**src/ssirc_pkg.sv**
```systemverilog
`default_nettype none
package ssirc_pkg;

    // register byte addresses on the word bus
    localparam logic [7:0] OFS_PIN_CTRL = 8'h00;
    localparam logic [7:0] OFS_PWR_ONE = 8'h04;
    localparam logic [7:0] OFS_PWR_TWO = 8'h08;
    localparam logic [7:0] OFS_RST_STATUS = 8'h0C;
    localparam logic [7:0] OFS_PERIODIC = 8'h10;
    localparam logic [7:0] OFS_CLK_OUT = 8'h14;

    // irq_pin_status_control fields
    localparam int PIN_EDGE_POS = 5;
    localparam int PIN_FUNC_POS = 4;
    localparam int PIN_FLAG_POS = 3;
    localparam int PIN_ACK_POS = 2;
    localparam int PIN_IE_POS = 1;
    localparam int PIN_MODE_POS = 0;

    // power_control_one fields
    localparam int DET_EN_POS = 0;
    localparam int DET_STOP_POS = 1;
    localparam int DET_RST_POS = 2;
    localparam int DET_IE_POS = 3;
    localparam int DET_FLAG_POS = 4;
    localparam int DET_ACK_POS = 5;

    // power_control_two fields
    localparam int DET_VSEL_POS = 0;
    localparam int WARN_VSEL_POS = 1;
    localparam int WARN_FLAG_POS = 2;
    localparam int OSC_STOP_POS = 3;

    // reset_status_register fields
    localparam int RST_POR_POS = 7;
    localparam int RST_LV_POS = 1;

    // periodic_status_control fields
    localparam int PER_FLAG_POS = 7;
    localparam int PER_ACK_POS = 6;
    localparam int PER_CLKSEL_POS = 5;
    localparam int PER_IE_POS = 4;
    localparam int PER_RATE_POS = 0;
    localparam int PER_RATE_W = 3;

    // clock-output control fields
    localparam int CLK_OUT_EN_POS = 0;
    localparam int CLK_OUT_DIV_POS = 1;

    // reset values of the control bits
    localparam logic DET_EN_RST = 1'b1;
    localparam logic DET_RST_EN_RST = 1'b1;
    localparam logic DET_STOP_RST = 1'b0;
    localparam logic [PER_RATE_W-1:0] PER_RATE_RST = 3'h0;

    // periodic timer length in source ticks, per nonzero rate code
    localparam logic [10:0] PER_TICKS_1 = 11'h008;
    localparam logic [10:0] PER_TICKS_2 = 11'h020;
    localparam logic [10:0] PER_TICKS_3 = 11'h040;
    localparam logic [10:0] PER_TICKS_4 = 11'h080;
    localparam logic [10:0] PER_TICKS_5 = 11'h100;
    localparam logic [10:0] PER_TICKS_6 = 11'h200;
    localparam logic [10:0] PER_TICKS_7 = 11'h400;

endpackage
`default_nettype wire
```
**src/ssirc_control.sv**
```systemverilog
// Our own choices: the AHB-Lite interface to the registers and the address map.
`timescale 1ns/10ps
`default_nettype none
module ssirc_control #(
    parameter int CLK_OUT_DIV_W = 3
) (
    input wire logic CLOCK,
    input wire logic SYS_RST,
    // register bus
    input wire logic HSEL,
    input wire logic [31:0] HADDR,
    input wire logic [1:0] HTRANS,
    input wire logic HWRITE,
    input wire logic [2:0] HSIZE,
    input wire logic [31:0] HWDATA,
    input wire logic HREADY,
    output logic HREADYOUT,
    output logic HRESP,
    output logic [31:0] HRDATA,
    // supply monitor
    input wire logic POWER_ON_RESET,
    input wire logic LOW_SUPPLY_TRIP,
    input wire logic WARNING_TRIP,
    input wire logic STOP_MODE,
    output logic DETECTOR_ON,
    output logic DETECTOR_HIGH_TRIP,
    output logic WARNING_HIGH_TRIP,
    output logic LOW_VOLTAGE_RESET,
    output logic LOW_VOLTAGE_IRQ,
    output logic STOP2_ALLOWED,
    output logic OSC_STOP_ENABLE,
    // periodic interrupt
    input wire logic KHZ_TICK,
    input wire logic EXT_CLK_TICK,
    output logic PERIODIC_IRQ,
    output logic PERIODIC_STOP2_WAKE,
    // shared port pin
    input wire logic PORT_DIR,
    input wire logic PORT_DATA,
    output logic SHARED_PIN_OUT,
    output logic SHARED_PIN_OE,
    // interrupt pin
    input wire logic IRQ_PIN,
    output logic PIN_PULL_DOWN,
    output logic PIN_IRQ
);

    typedef enum logic [1:0] {
        BUS_IDLE,
        BUS_WRITE,
        BUS_READ
    } ssirc_bus_t;

    typedef struct packed {
        ssirc_bus_t bus;
        logic [7:0] addr;
        logic hready;
        logic [31:0] hrdata;
        logic pin_edge;
        logic pin_func;
        logic pin_flag;
        logic pin_ie;
        logic pin_mode;
        logic pin_prev;
        logic det_en;
        logic det_stop;
        logic det_rst;
        logic det_ie;
        logic det_flag;
        logic det_vsel;
        logic warn_vsel;
        logic warn_flag;
        logic osc_stop;
        logic lv_hold;
        logic lv_cause;
        logic rst_por;
        logic rst_lv;
        logic per_clksel;
        logic per_ie;
        logic per_flag;
        logic [ssirc_pkg::PER_RATE_W-1:0] per_rate;
        logic clk_en;
        logic [CLK_OUT_DIV_W-1:0] clk_div;
        logic [CLK_OUT_DIV_W-1:0] div_cnt;
        logic clk_lvl;
        logic det_on;
        logic lv_irq;
        logic stop2_ok;
        logic per_irq;
        logic per_wake;
        logic pin_out;
        logic pin_oe;
        logic pull_down;
        logic pin_irq;
    } ssirc_state_t;

    ssirc_state_t st_q;
    ssirc_state_t st_d;
    logic per_tick;
    logic per_expire;
    logic pin_asserted;
    logic pin_event;
    logic [31:0] rd_word;
    logic [7:0] wr_byte;

    // the divider field must fit the control register beside the enable
    if (CLK_OUT_DIV_W < 1 || CLK_OUT_DIV_W > 7) begin : g_div_check
        $error("CLK_OUT_DIV_W must lie between 1 and 7");
    end

    ////////////////////////////////////////////////////////////////////////
    // periodic timer on the selected source; ticks are bus-clock enables
    assign per_tick = st_q.per_clksel ? EXT_CLK_TICK : KHZ_TICK;

    ssirc_periodic_timer u_timer (
        .clk(CLOCK),
        .rst(SYS_RST),
        .tick(per_tick),
        .rate(st_q.per_rate),
        .expire(per_expire)
    );

    ////////////////////////////////////////////////////////////////////////
    // interrupt pin level in the selected polarity, and the event it makes
    assign pin_asserted = st_q.pin_edge ? IRQ_PIN : ~IRQ_PIN;
    // an edge is a fresh asserted level; level mode also counts the level
    assign pin_event = st_q.pin_func &&
        ((pin_asserted && !st_q.pin_prev) ||
         (st_q.pin_mode && pin_asserted));

    ////////////////////////////////////////////////////////////////////////
    // read view of the registers; unmapped words and reserved bits read 0
    always_comb begin
        rd_word = 32'h0000_0000;
        unique case (st_q.addr)
            ssirc_pkg::OFS_PIN_CTRL: begin
                rd_word[ssirc_pkg::PIN_EDGE_POS] = st_q.pin_edge;
                rd_word[ssirc_pkg::PIN_FUNC_POS] = st_q.pin_func;
                rd_word[ssirc_pkg::PIN_FLAG_POS] = st_q.pin_flag;
                rd_word[ssirc_pkg::PIN_IE_POS] = st_q.pin_ie;
                rd_word[ssirc_pkg::PIN_MODE_POS] = st_q.pin_mode;
            end
            ssirc_pkg::OFS_PWR_ONE: begin
                rd_word[ssirc_pkg::DET_EN_POS] = st_q.det_en;
                rd_word[ssirc_pkg::DET_STOP_POS] = st_q.det_stop;
                rd_word[ssirc_pkg::DET_RST_POS] = st_q.det_rst;
                rd_word[ssirc_pkg::DET_IE_POS] = st_q.det_ie;
                rd_word[ssirc_pkg::DET_FLAG_POS] = st_q.det_flag;
            end
            ssirc_pkg::OFS_PWR_TWO: begin
                rd_word[ssirc_pkg::DET_VSEL_POS] = st_q.det_vsel;
                rd_word[ssirc_pkg::WARN_VSEL_POS] = st_q.warn_vsel;
                rd_word[ssirc_pkg::WARN_FLAG_POS] = st_q.warn_flag;
                rd_word[ssirc_pkg::OSC_STOP_POS] = st_q.osc_stop;
            end
            ssirc_pkg::OFS_RST_STATUS: begin
                rd_word[ssirc_pkg::RST_POR_POS] = st_q.rst_por;
                rd_word[ssirc_pkg::RST_LV_POS] = st_q.rst_lv;
            end
            ssirc_pkg::OFS_PERIODIC: begin
                rd_word[ssirc_pkg::PER_FLAG_POS] = st_q.per_flag;
                rd_word[ssirc_pkg::PER_CLKSEL_POS] = st_q.per_clksel;
                rd_word[ssirc_pkg::PER_IE_POS] = st_q.per_ie;
                rd_word[ssirc_pkg::PER_RATE_POS +: ssirc_pkg::PER_RATE_W] =
                    st_q.per_rate;
            end
            ssirc_pkg::OFS_CLK_OUT: begin
                rd_word[ssirc_pkg::CLK_OUT_EN_POS] = st_q.clk_en;
                rd_word[ssirc_pkg::CLK_OUT_DIV_POS +: CLK_OUT_DIV_W] =
                    st_q.clk_div;
            end
            default: rd_word = 32'h0000_0000;
        endcase
    end

    assign wr_byte = HWDATA[7:0];

    ////////////////////////////////////////////////////////////////////////
    // next state of the whole block
    always_comb begin
        st_d = st_q;

        // bus: writes complete with no wait, reads take one wait cycle so
        // the returned word always reflects a write just before it
        if (st_q.bus == BUS_READ) begin
            st_d.hrdata = rd_word;
            st_d.hready = 1'b1;
            st_d.bus = BUS_IDLE;
        end else if (st_q.bus == BUS_WRITE) begin
            st_d.bus = BUS_IDLE;
        end
        if (st_q.hready && HREADY && HSEL && HTRANS[1]) begin
            st_d.addr = HADDR[7:0];
            if (HWRITE) begin
                st_d.bus = BUS_WRITE;
            end else begin
                st_d.bus = BUS_READ;
                st_d.hready = 1'b0;
            end
        end

        // hardware events; each flag set below outranks a clear in the
        // same cycle because the clear is applied first
        if (st_q.bus == BUS_WRITE) begin
            unique case (st_q.addr)
                ssirc_pkg::OFS_PIN_CTRL: begin
                    st_d.pin_edge = wr_byte[ssirc_pkg::PIN_EDGE_POS];
                    st_d.pin_func = wr_byte[ssirc_pkg::PIN_FUNC_POS];
                    st_d.pin_ie = wr_byte[ssirc_pkg::PIN_IE_POS];
                    st_d.pin_mode = wr_byte[ssirc_pkg::PIN_MODE_POS];
                    // a held level keeps the flag in level mode
                    if (wr_byte[ssirc_pkg::PIN_ACK_POS] &&
                        !(st_q.pin_mode && pin_asserted)) begin
                        st_d.pin_flag = 1'b0;
                    end
                end
                ssirc_pkg::OFS_PWR_ONE: begin
                    st_d.det_en = wr_byte[ssirc_pkg::DET_EN_POS];
                    st_d.det_stop = wr_byte[ssirc_pkg::DET_STOP_POS];
                    st_d.det_rst = wr_byte[ssirc_pkg::DET_RST_POS];
                    st_d.det_ie = wr_byte[ssirc_pkg::DET_IE_POS];
                    if (wr_byte[ssirc_pkg::DET_ACK_POS]) begin
                        st_d.det_flag = 1'b0;
                    end
                end
                ssirc_pkg::OFS_PWR_TWO: begin
                    st_d.det_vsel = wr_byte[ssirc_pkg::DET_VSEL_POS];
                    st_d.warn_vsel = wr_byte[ssirc_pkg::WARN_VSEL_POS];
                    st_d.osc_stop = wr_byte[ssirc_pkg::OSC_STOP_POS];
                end
                ssirc_pkg::OFS_PERIODIC: begin
                    st_d.per_clksel = wr_byte[ssirc_pkg::PER_CLKSEL_POS];
                    st_d.per_ie = wr_byte[ssirc_pkg::PER_IE_POS];
                    st_d.per_rate = wr_byte[ssirc_pkg::PER_RATE_POS +:
                        ssirc_pkg::PER_RATE_W];
                    if (wr_byte[ssirc_pkg::PER_ACK_POS]) begin
                        st_d.per_flag = 1'b0;
                    end
                end
                ssirc_pkg::OFS_CLK_OUT: begin
                    st_d.clk_en = wr_byte[ssirc_pkg::CLK_OUT_EN_POS];
                    st_d.clk_div = wr_byte[ssirc_pkg::CLK_OUT_DIV_POS +:
                        CLK_OUT_DIV_W];
                end
                default: ;
            endcase
        end

        // interrupt pin
        st_d.pin_prev = pin_asserted;
        if (pin_event) begin
            st_d.pin_flag = 1'b1;
        end
        st_d.pin_irq = st_d.pin_flag && st_d.pin_ie;
        // rising sensitivity turns the optional pull-up into a pull-down
        st_d.pull_down = st_d.pin_func && st_d.pin_edge;

        // low-voltage detector; in stop it stays on only if allowed
        st_d.det_on = st_d.det_en &&
            (!STOP_MODE || st_d.det_stop);
        st_d.stop2_ok = !(st_d.det_en && st_d.det_stop);
        st_d.warn_flag = WARNING_TRIP;
        if (st_q.det_on && st_q.det_en && st_q.det_ie && !st_q.det_rst &&
            LOW_SUPPLY_TRIP) begin
            st_d.det_flag = 1'b1;
        end
        st_d.lv_irq = st_d.det_flag && st_d.det_ie;
        // reset is held while the comparator still reports a low supply
        if (st_q.det_on && st_q.det_rst && LOW_SUPPLY_TRIP) begin
            st_d.lv_hold = 1'b1;
        end else if (!LOW_SUPPLY_TRIP) begin
            st_d.lv_hold = 1'b0;
        end
        // remember a low-voltage reset until the reset itself has run
        st_d.lv_cause = st_q.lv_cause || st_d.lv_hold;

        // periodic interrupt; wake from stop2 only on the internal clock
        if (per_expire) begin
            st_d.per_flag = 1'b1;
        end
        st_d.per_irq = st_d.per_flag && st_d.per_ie;
        st_d.per_wake = st_d.per_ie && !st_d.per_clksel &&
            (st_d.per_rate != 3'h0);

        // clock output: one level change every clk_div bus cycles, so the
        // output runs at the bus rate over twice the field value
        if (!st_q.clk_en || st_q.clk_div == '0) begin
            st_d.div_cnt = '0;
            st_d.clk_lvl = 1'b0;
        end else if (st_q.div_cnt >= st_q.clk_div - 1'b1) begin
            st_d.div_cnt = '0;
            st_d.clk_lvl = ~st_q.clk_lvl;
        end else begin
            st_d.div_cnt = st_q.div_cnt + 1'b1;
        end
        // the enable overrides the port direction bit
        st_d.pin_oe = st_q.clk_en || PORT_DIR;
        st_d.pin_out = st_q.clk_en ? st_d.clk_lvl : PORT_DATA;

        // synchronous reset; cause bits are taken from the reset source
        if (SYS_RST) begin
            st_d = '0;
            st_d.bus = BUS_IDLE;
            st_d.hready = 1'b1;
            st_d.det_en = ssirc_pkg::DET_EN_RST;
            st_d.det_rst = ssirc_pkg::DET_RST_EN_RST;
            st_d.det_stop = ssirc_pkg::DET_STOP_RST;
            st_d.per_rate = ssirc_pkg::PER_RATE_RST;
            st_d.stop2_ok = !(ssirc_pkg::DET_EN_RST &&
                ssirc_pkg::DET_STOP_RST);
            st_d.det_on = ssirc_pkg::DET_EN_RST;
            st_d.pin_oe = PORT_DIR;
            st_d.pin_out = PORT_DATA;
            // power-up is held until the supply clears the trip level
            st_d.lv_hold = POWER_ON_RESET ||
                (st_q.lv_hold && LOW_SUPPLY_TRIP);
            st_d.lv_cause = POWER_ON_RESET || st_q.lv_cause;
            st_d.rst_por = POWER_ON_RESET ||
                (st_q.lv_cause && st_q.rst_por);
            st_d.rst_lv = POWER_ON_RESET ||
                st_q.lv_cause;
        end else if (st_q.lv_cause && !st_q.lv_hold) begin
            // cause is only needed across one reset
            st_d.lv_cause = st_d.lv_hold;
        end
    end

    always_ff @(posedge CLOCK) begin
        st_q <= st_d;
    end

    ////////////////////////////////////////////////////////////////////////
    // outputs, all but the constant HRESP taken from the state register
    assign HREADYOUT = st_q.hready;
    assign HRESP = 1'b0; // always OKAY
    assign HRDATA = st_q.hrdata;
    assign DETECTOR_ON = st_q.det_on;
    assign DETECTOR_HIGH_TRIP = st_q.det_vsel;
    assign WARNING_HIGH_TRIP = st_q.warn_vsel;
    assign LOW_VOLTAGE_RESET = st_q.lv_hold;
    assign LOW_VOLTAGE_IRQ = st_q.lv_irq;
    assign STOP2_ALLOWED = st_q.stop2_ok;
    assign OSC_STOP_ENABLE = st_q.osc_stop;
    assign PERIODIC_IRQ = st_q.per_irq;
    assign PERIODIC_STOP2_WAKE = st_q.per_wake;
    assign SHARED_PIN_OUT = st_q.pin_out;
    assign SHARED_PIN_OE = st_q.pin_oe;
    assign PIN_PULL_DOWN = st_q.pull_down;
    assign PIN_IRQ = st_q.pin_irq;

endmodule
`default_nettype wire

```
**src/ssirc_periodic_timer.sv**
```systemverilog
`timescale 1ns/10ps
`default_nettype none
module ssirc_periodic_timer (
    input wire logic clk,
    input wire logic rst,
    input wire logic tick,
    input wire logic [ssirc_pkg::PER_RATE_W-1:0] rate,
    output logic expire
);

    typedef struct packed {
        logic [10:0] cnt;
        logic expire;
    } ssirc_timer_state_t;

    ssirc_timer_state_t st_q;
    ssirc_timer_state_t st_d;
    logic [10:0] limit;

    ////////////////////////////////////////////////////////////////////////
    // period length from the rate code; code zero never reaches the count
    always_comb begin
        unique case (rate)
            3'h1: limit = ssirc_pkg::PER_TICKS_1;
            3'h2: limit = ssirc_pkg::PER_TICKS_2;
            3'h3: limit = ssirc_pkg::PER_TICKS_3;
            3'h4: limit = ssirc_pkg::PER_TICKS_4;
            3'h5: limit = ssirc_pkg::PER_TICKS_5;
            3'h6: limit = ssirc_pkg::PER_TICKS_6;
            3'h7: limit = ssirc_pkg::PER_TICKS_7;
            default: limit = ssirc_pkg::PER_TICKS_7;
        endcase
    end

    // count source ticks; rate zero clears the count to zero and stops it
    always_comb begin
        st_d = st_q;
        st_d.expire = 1'b0;
        if (rate == 3'h0) begin
            st_d.cnt = 11'h000;
        end else if (tick) begin
            if (st_q.cnt >= limit - 11'h001) begin
                st_d.cnt = 11'h000;
                st_d.expire = 1'b1;
            end else begin
                st_d.cnt = st_q.cnt + 11'h001;
            end
        end
        if (rst) begin
            st_d = '0;
        end
    end

    always_ff @(posedge clk) begin
        st_q <= st_d;
    end

    assign expire = st_q.expire;

endmodule
`default_nettype wire

```
**config.mk**
```make
export PLATFORM = sky130hd
export DESIGN_NAME = ssirc_control
export DESIGN_NICKNAME = d
export VERILOG_FILES = /design/src/ssirc_pkg.sv /design/src/ssirc_control.sv /design/src/ssirc_periodic_timer.sv
export SDC_FILE = /design/constraint.sdc
export NUM_CORES = 1
export LEC_CHECK = 0
export BUFFER_PORTS_ARGS = -buffer_cell sky130_fd_sc_hd__clkbuf_2
export CAP_MARGIN = 25
export CORE_MARGIN = 4
export CORE_UTILIZATION = 40
export CTS_BUF_LIST = sky130_fd_sc_hd__clkbuf_16
export CTS_CLUSTER_DIAMETER = 200
export DETAILED_ROUTE_END_ITERATION = 16
export PLACE_DENSITY = 0.62
export RECOVER_POWER = 50
export SYNTH_ARGS = -nofsm -noshare
export SYNTH_HDL_FRONTEND = slang
export SYNTH_SLANG_ARGS = --single-unit
```
**constraint.sdc**
```tcl
create_clock -name CLOCK -period 3.69 [get_ports CLOCK]
set_input_delay 0.738 -clock CLOCK [delete_from_list [all_inputs] [get_ports CLOCK]]
set_output_delay 0.738 -clock CLOCK [all_outputs]
set_load 0.05 [all_outputs]
```
# Word level (Yosys, flattened, before mapping)
# Cells that the tools add are included.
[word_totals]
register_bits = 72
output_inout_bits = 47
word_cells = 157
[classes]
addsub = 4
magnitude_cmp = 2
eq_ne = 13
n_mux = 41
n_bitwise = 3
reduce_logical = 52
[ops]
columns = ["op", "count"]
rows = [
  ["case mux 11 bit (6 select lines)", 1],
  ["2-to-1 mux 33 bit", 1],
  ["logical AND 1 bit", 24],
  ["2-to-1 mux 11 bit", 2],
  ["2-to-1 mux 1 bit", 18],
  ["equality test 8 x 4 -> 1 bit, second input constant", 2],
  ["equality test 8 x 5 -> 1 bit, second input constant", 2],
  ["2-to-1 mux 5 bit", 3],
  ["adder 11 x 1 -> 11 bit, second input constant", 1],
  [">= comparator 11 bit", 1],
  ["subtractor 11 x 1 -> 11 bit, second input constant", 1],
  ["2-to-1 mux 10 bit", 1],
  ["equality test 3 bit, second input constant", 3],
  ["equality test 8 x 3 -> 1 bit, second input constant", 1],
  ["zero test 1 bit", 8],
  ["zero test 8 bit", 1],
  ["logical OR 1 bit", 8],
  ["2-to-1 mux 2 bit", 4],
  ["2-to-1 mux 4 bit", 2],
  ["case mux 1 bit (4 select lines)", 2],
  ["AND reduction 2 bit", 4],
  ["2-to-1 mux 7 bit", 1],
  ["equality test 3 x 2 -> 1 bit, second input constant", 2],
  ["zero test 3 bit", 2],
  ["other kinds (15)", 20],
]

# Longest topological paths before layout
[logic_depth]
ltp_word = 11
ltp_mapped = 13
ltp_nobuf = 12

# Modules after synthesis
# A second synthesis with hierarchy kept.
[unflattened]
cells_unflattened = 441
hier_area_um2 = 3852.4
[modules_own_cells]
columns = ["module", "instances", "cells_each", "area_each_um2", "seq_area_each_um2"]
rows = [
  ["ssirc_control", 1, 323, 2914.0, 1221.2],
  ["ssirc_periodic_timer", 1, 118, 938.4, 240.2],
]

# Worst setup path before layout
# No wires, ideal clock.
[synth_timing]
path_type = "reg2reg"
start = "register st_q[17] (netlist bit)"
end = "register u_timer.st_q (netlist bit u_timer.expire)"
t_arrival_ns = 2.686
required_time_ns = 3.624
setup_slack_ns = 0.939
stages_incl_launch_ff = 11
n_path_buf = 1
period_less_slack_ns = 2.751
cell_sequence = "dfxtp_1 clkbuf_1 or3b_2 ha_1 o21ai_0 a22oi_1 ha_1 and3_1 o21ai_0 a21oi_1 nor2b_1"
[synth_via]
elab_chain_len = 5
[synth_lines]
columns = ["element", "line_no", "text"]
rows = [
  ["start: declaration", "ssirc_control.sv:97", "ssirc_state_t st_q;"],
  ["start signal: assignment", "ssirc_control.sv:329", "st_q <= st_d;"],
  ["equality test 3 bit, or another cell as far along", "ssirc_periodic_timer.sv:23", "unique case (rate)"],
  ["case mux 11 bit (6 select lines)", "ssirc_periodic_timer.sv:23", ""],
  ["subtractor 11 x 1 -> 11 bit", "ssirc_periodic_timer.sv:42", "if (st_q.cnt >= limit - 11'h001) begin"],
  [">= comparator 11 bit", "ssirc_periodic_timer.sv:42", ""],
  ["2-to-1 mux 1 bit", "ssirc_periodic_timer.sv:42", ""],
  ["end signal: assignment", "ssirc_periodic_timer.sv:55", "st_q <= st_d;"],
  ["end: declaration", "ssirc_periodic_timer.sv:16", "ssirc_timer_state_t st_q;"],
]
# Several ways; a longest one is shown, not always the timed one.
# A chain may end at the register's enable or synchronous reset.

# Worst setup path after layout
# Same ends and word-level chain as after synthesis.

==> metrics.yaml <==
status: "complete, but fails checks"
violations: "capacitance limit, slew limit"
rsz0062_at_grt: "no"
root_buffer: "clkbuf_16"
yosys.area.top_type_share: 0.380
postPlaceCellArea_um2: 3840
yosys.area.top_type: "dfxtp_1"
htree_levels: 3
worst_pin_slew_ns: 1.65
clock_skew_ns: 0.00732
ys.flop_type: "dfxtp_1"
cts_buffers: 9
crit_type: "register to register"
finalNetCount: 560
core_area_um2: 8850
hold_depth: 1
powerDensity_nw_per_um2: 458
clock_path_buffers: 2
crit_fanout: 9
slew_viol_final: 41
rr_worst_depth: 9
ys_warn_count: 0
clk_pin_slew_ns: 0.06
cts_hold_buf: 0
critPathSlowestCell: "a21oi_1"
cp-end-kind: "register"
seqCellArea_um2: 1460
synth.area.top_cells: "dfxtp_1, buf_4, ha_1"
clk_latency_ns: 0.33
netlist_top_cells_count: "dfxtp_1, nor2_1, nand2_1, buf_4, a21oi_1"
postCtsSetupBuffers: 0
synth.most_common_cell: "dfxtp_1"
place_congestion: 0.824
min_period_ns: 3.11
ys_seq_elements: 72
num_io_pins: 130
cp.depth: 9
drt-vias-per-instance: 5.03
ir_drop_mv: 0.243
grt_max_degree: 41
ys_types: 50
drt-pass1-iter-count: 4
avgSynthCellArea_um2: 8.68
antenna_found_initial: 0
tns_ns: 0
syn-cell-area_um2: 3690
grt.overflow.total: 0
wl_um: 7890
grt.total_usage: 0.146
vias: 2878
grt_pass1_wl_um: 13300
synth_edf_count: 2
row_count: 34
cpLargestDelayFamily: "compound AO/OA/AOI/OAI gates"
ctsResizeCount: 0
cp-start-kind: "register"
drc: 0
largest_reg_flops: 39
largest-register: "st_q"
cts_sinks: 72
drv_cap: 1
drtIter0Drc: 102
critPathMaxStageDelay_ns: 0.61
dieArea_um2: 10800
fillerInstances: 877
area_delta_synth_final_pct: 11.8
path_cells: "or3b_2 > ha_1 > o21ai_0 > a22oi_1 > ha_1 > and3_1 > o21ai_0 > a21oi_1 > nor2b_1"
total_power_mw: 1.89
multi_input_area_um2: 1940
path_buf_inv: 0
routedWlPerCell_um: 13.8
drive_gt1_frac: 0.114
synth_seq_area_share: 0.396
fmax_ghz: 0.322
fin_hold_ws_ns: 0.451
die_w_um: 104
port_buffers: 50
postRouteAntennaNets: 0
start_util: 0.417
leakagePower_nw: 1.68
tritoncts: "done"
required_ns: 3.96
die_h_um: 104
setup_viol: 0
grt_pass1_vias: 2803
fin_crit_sh: 0.842
cp.arrival_ns: 3.38
dpl.hpwl_um: 5730
async_flop_share: 0
slew_headroom: -0.101
n_antenna_cell: 0
syn_inst: 425
min-delay-path-class: "register to register"
fin_area_um2: 4120
finalHoldViolations: 0
==> per-layer routing <==
layer / GRT usage / up-vias / wire (µm)
li1: - / 1471 / -
met1: 0.178 / 1336 / 3600
met2: 0.253 / 61 / 3870
met3: 0.0341 / 10 / 308
met4: 0.0513 / 0 / 111
met5: 0 / - / 0
==> placed cells by master (no fill, tap or decap), drive strengths merged, types with 7 or more instances in the layout <==
master | synthesis | routed
a21oi | 29 | 29
clkbuf | 15 | 60
conb | 1 | 26
dfxtp | 70 | 70
ha | 18 | 18
inv | 13 | 14
mux2i | 21 | 21
nand2 | 38 | 38
nand2b | 7 | 7
nand3 | 12 | 12
nand4 | 9 | 9
nor2 | 49 | 49
nor2b | 7 | 7
nor3 | 18 | 18
o21ai | 9 | 9
xnor2 | 10 | 10
==> worst reg2reg max path, cell delays in order (launching register included) <==
cell and delay (ns):
dfxtp_1 0.47, or3b_2 0.49, ha_1 0.27, o21ai_0 0.17, a22oi_1 0.12, ha_1 0.35, and3_1 0.18, o21ai_0 0.18
a21oi_1 0.61, nor2b_1 0.20
==> through the flow <==
step,std cells,worst slack (ns),utilization
after floorplan,450,0.939,-
after global placement,556,0.667,0.434
after detailed placement,556,0.562,0.434
after CTS,572,0.522,0.469
after global routing,572,0.311,0.466
final,572,0.585,0.466
==> final timing paths <==
kind,to,startpoint,slack [ns]
max reg2reg,u_timer.expire,st_q[17],0.58
min reg2reg,st_q[10],st_q[10],0.45
max,u_timer.expire,st_q[17],0.58
min,st_q[10],st_q[10],0.45
==> logic make-up (layout without fill, tap and decap cells) <==
kind of cell,after synthesis,after routing,share of synthesized area
AND/OR/NAND/NOR,164,164,0.219
flip-flops,72,72,0.396
buffers and inverters,66,80,0.104
AO/OA/AOI/OAI,63,63,0.105
multiplexers,27,27,0.0814
adder cells (fa/ha/maj),18,18,0.0611
XOR/XNOR,14,14,0.0333
other,1,26,0.00102
==> cell type report <==
type / count / area share
Clock buffer: 9 / 0.0546
Clock inverter: 7 / 0.0216
Inverter: 13 / 0.0118
Multi-Input combinational cell: 312 / 0.470
Sequential cell: 72 / 0.355
Tap cell: 108 / 0.0328
Timing Repair Buffer: 51 / 0.0546
==> where the power goes <==
| group | switching, mW | internal [mW] |
|---|---|---|
| sequential | 0.0132 | 0.795 |
| clock | 0.331 | 0.586 |
| combinational | 0.127 | 0.0371 |
| total | 0.471 | 1.42 |
Note: power is estimated with default switching activity, not from simulation.
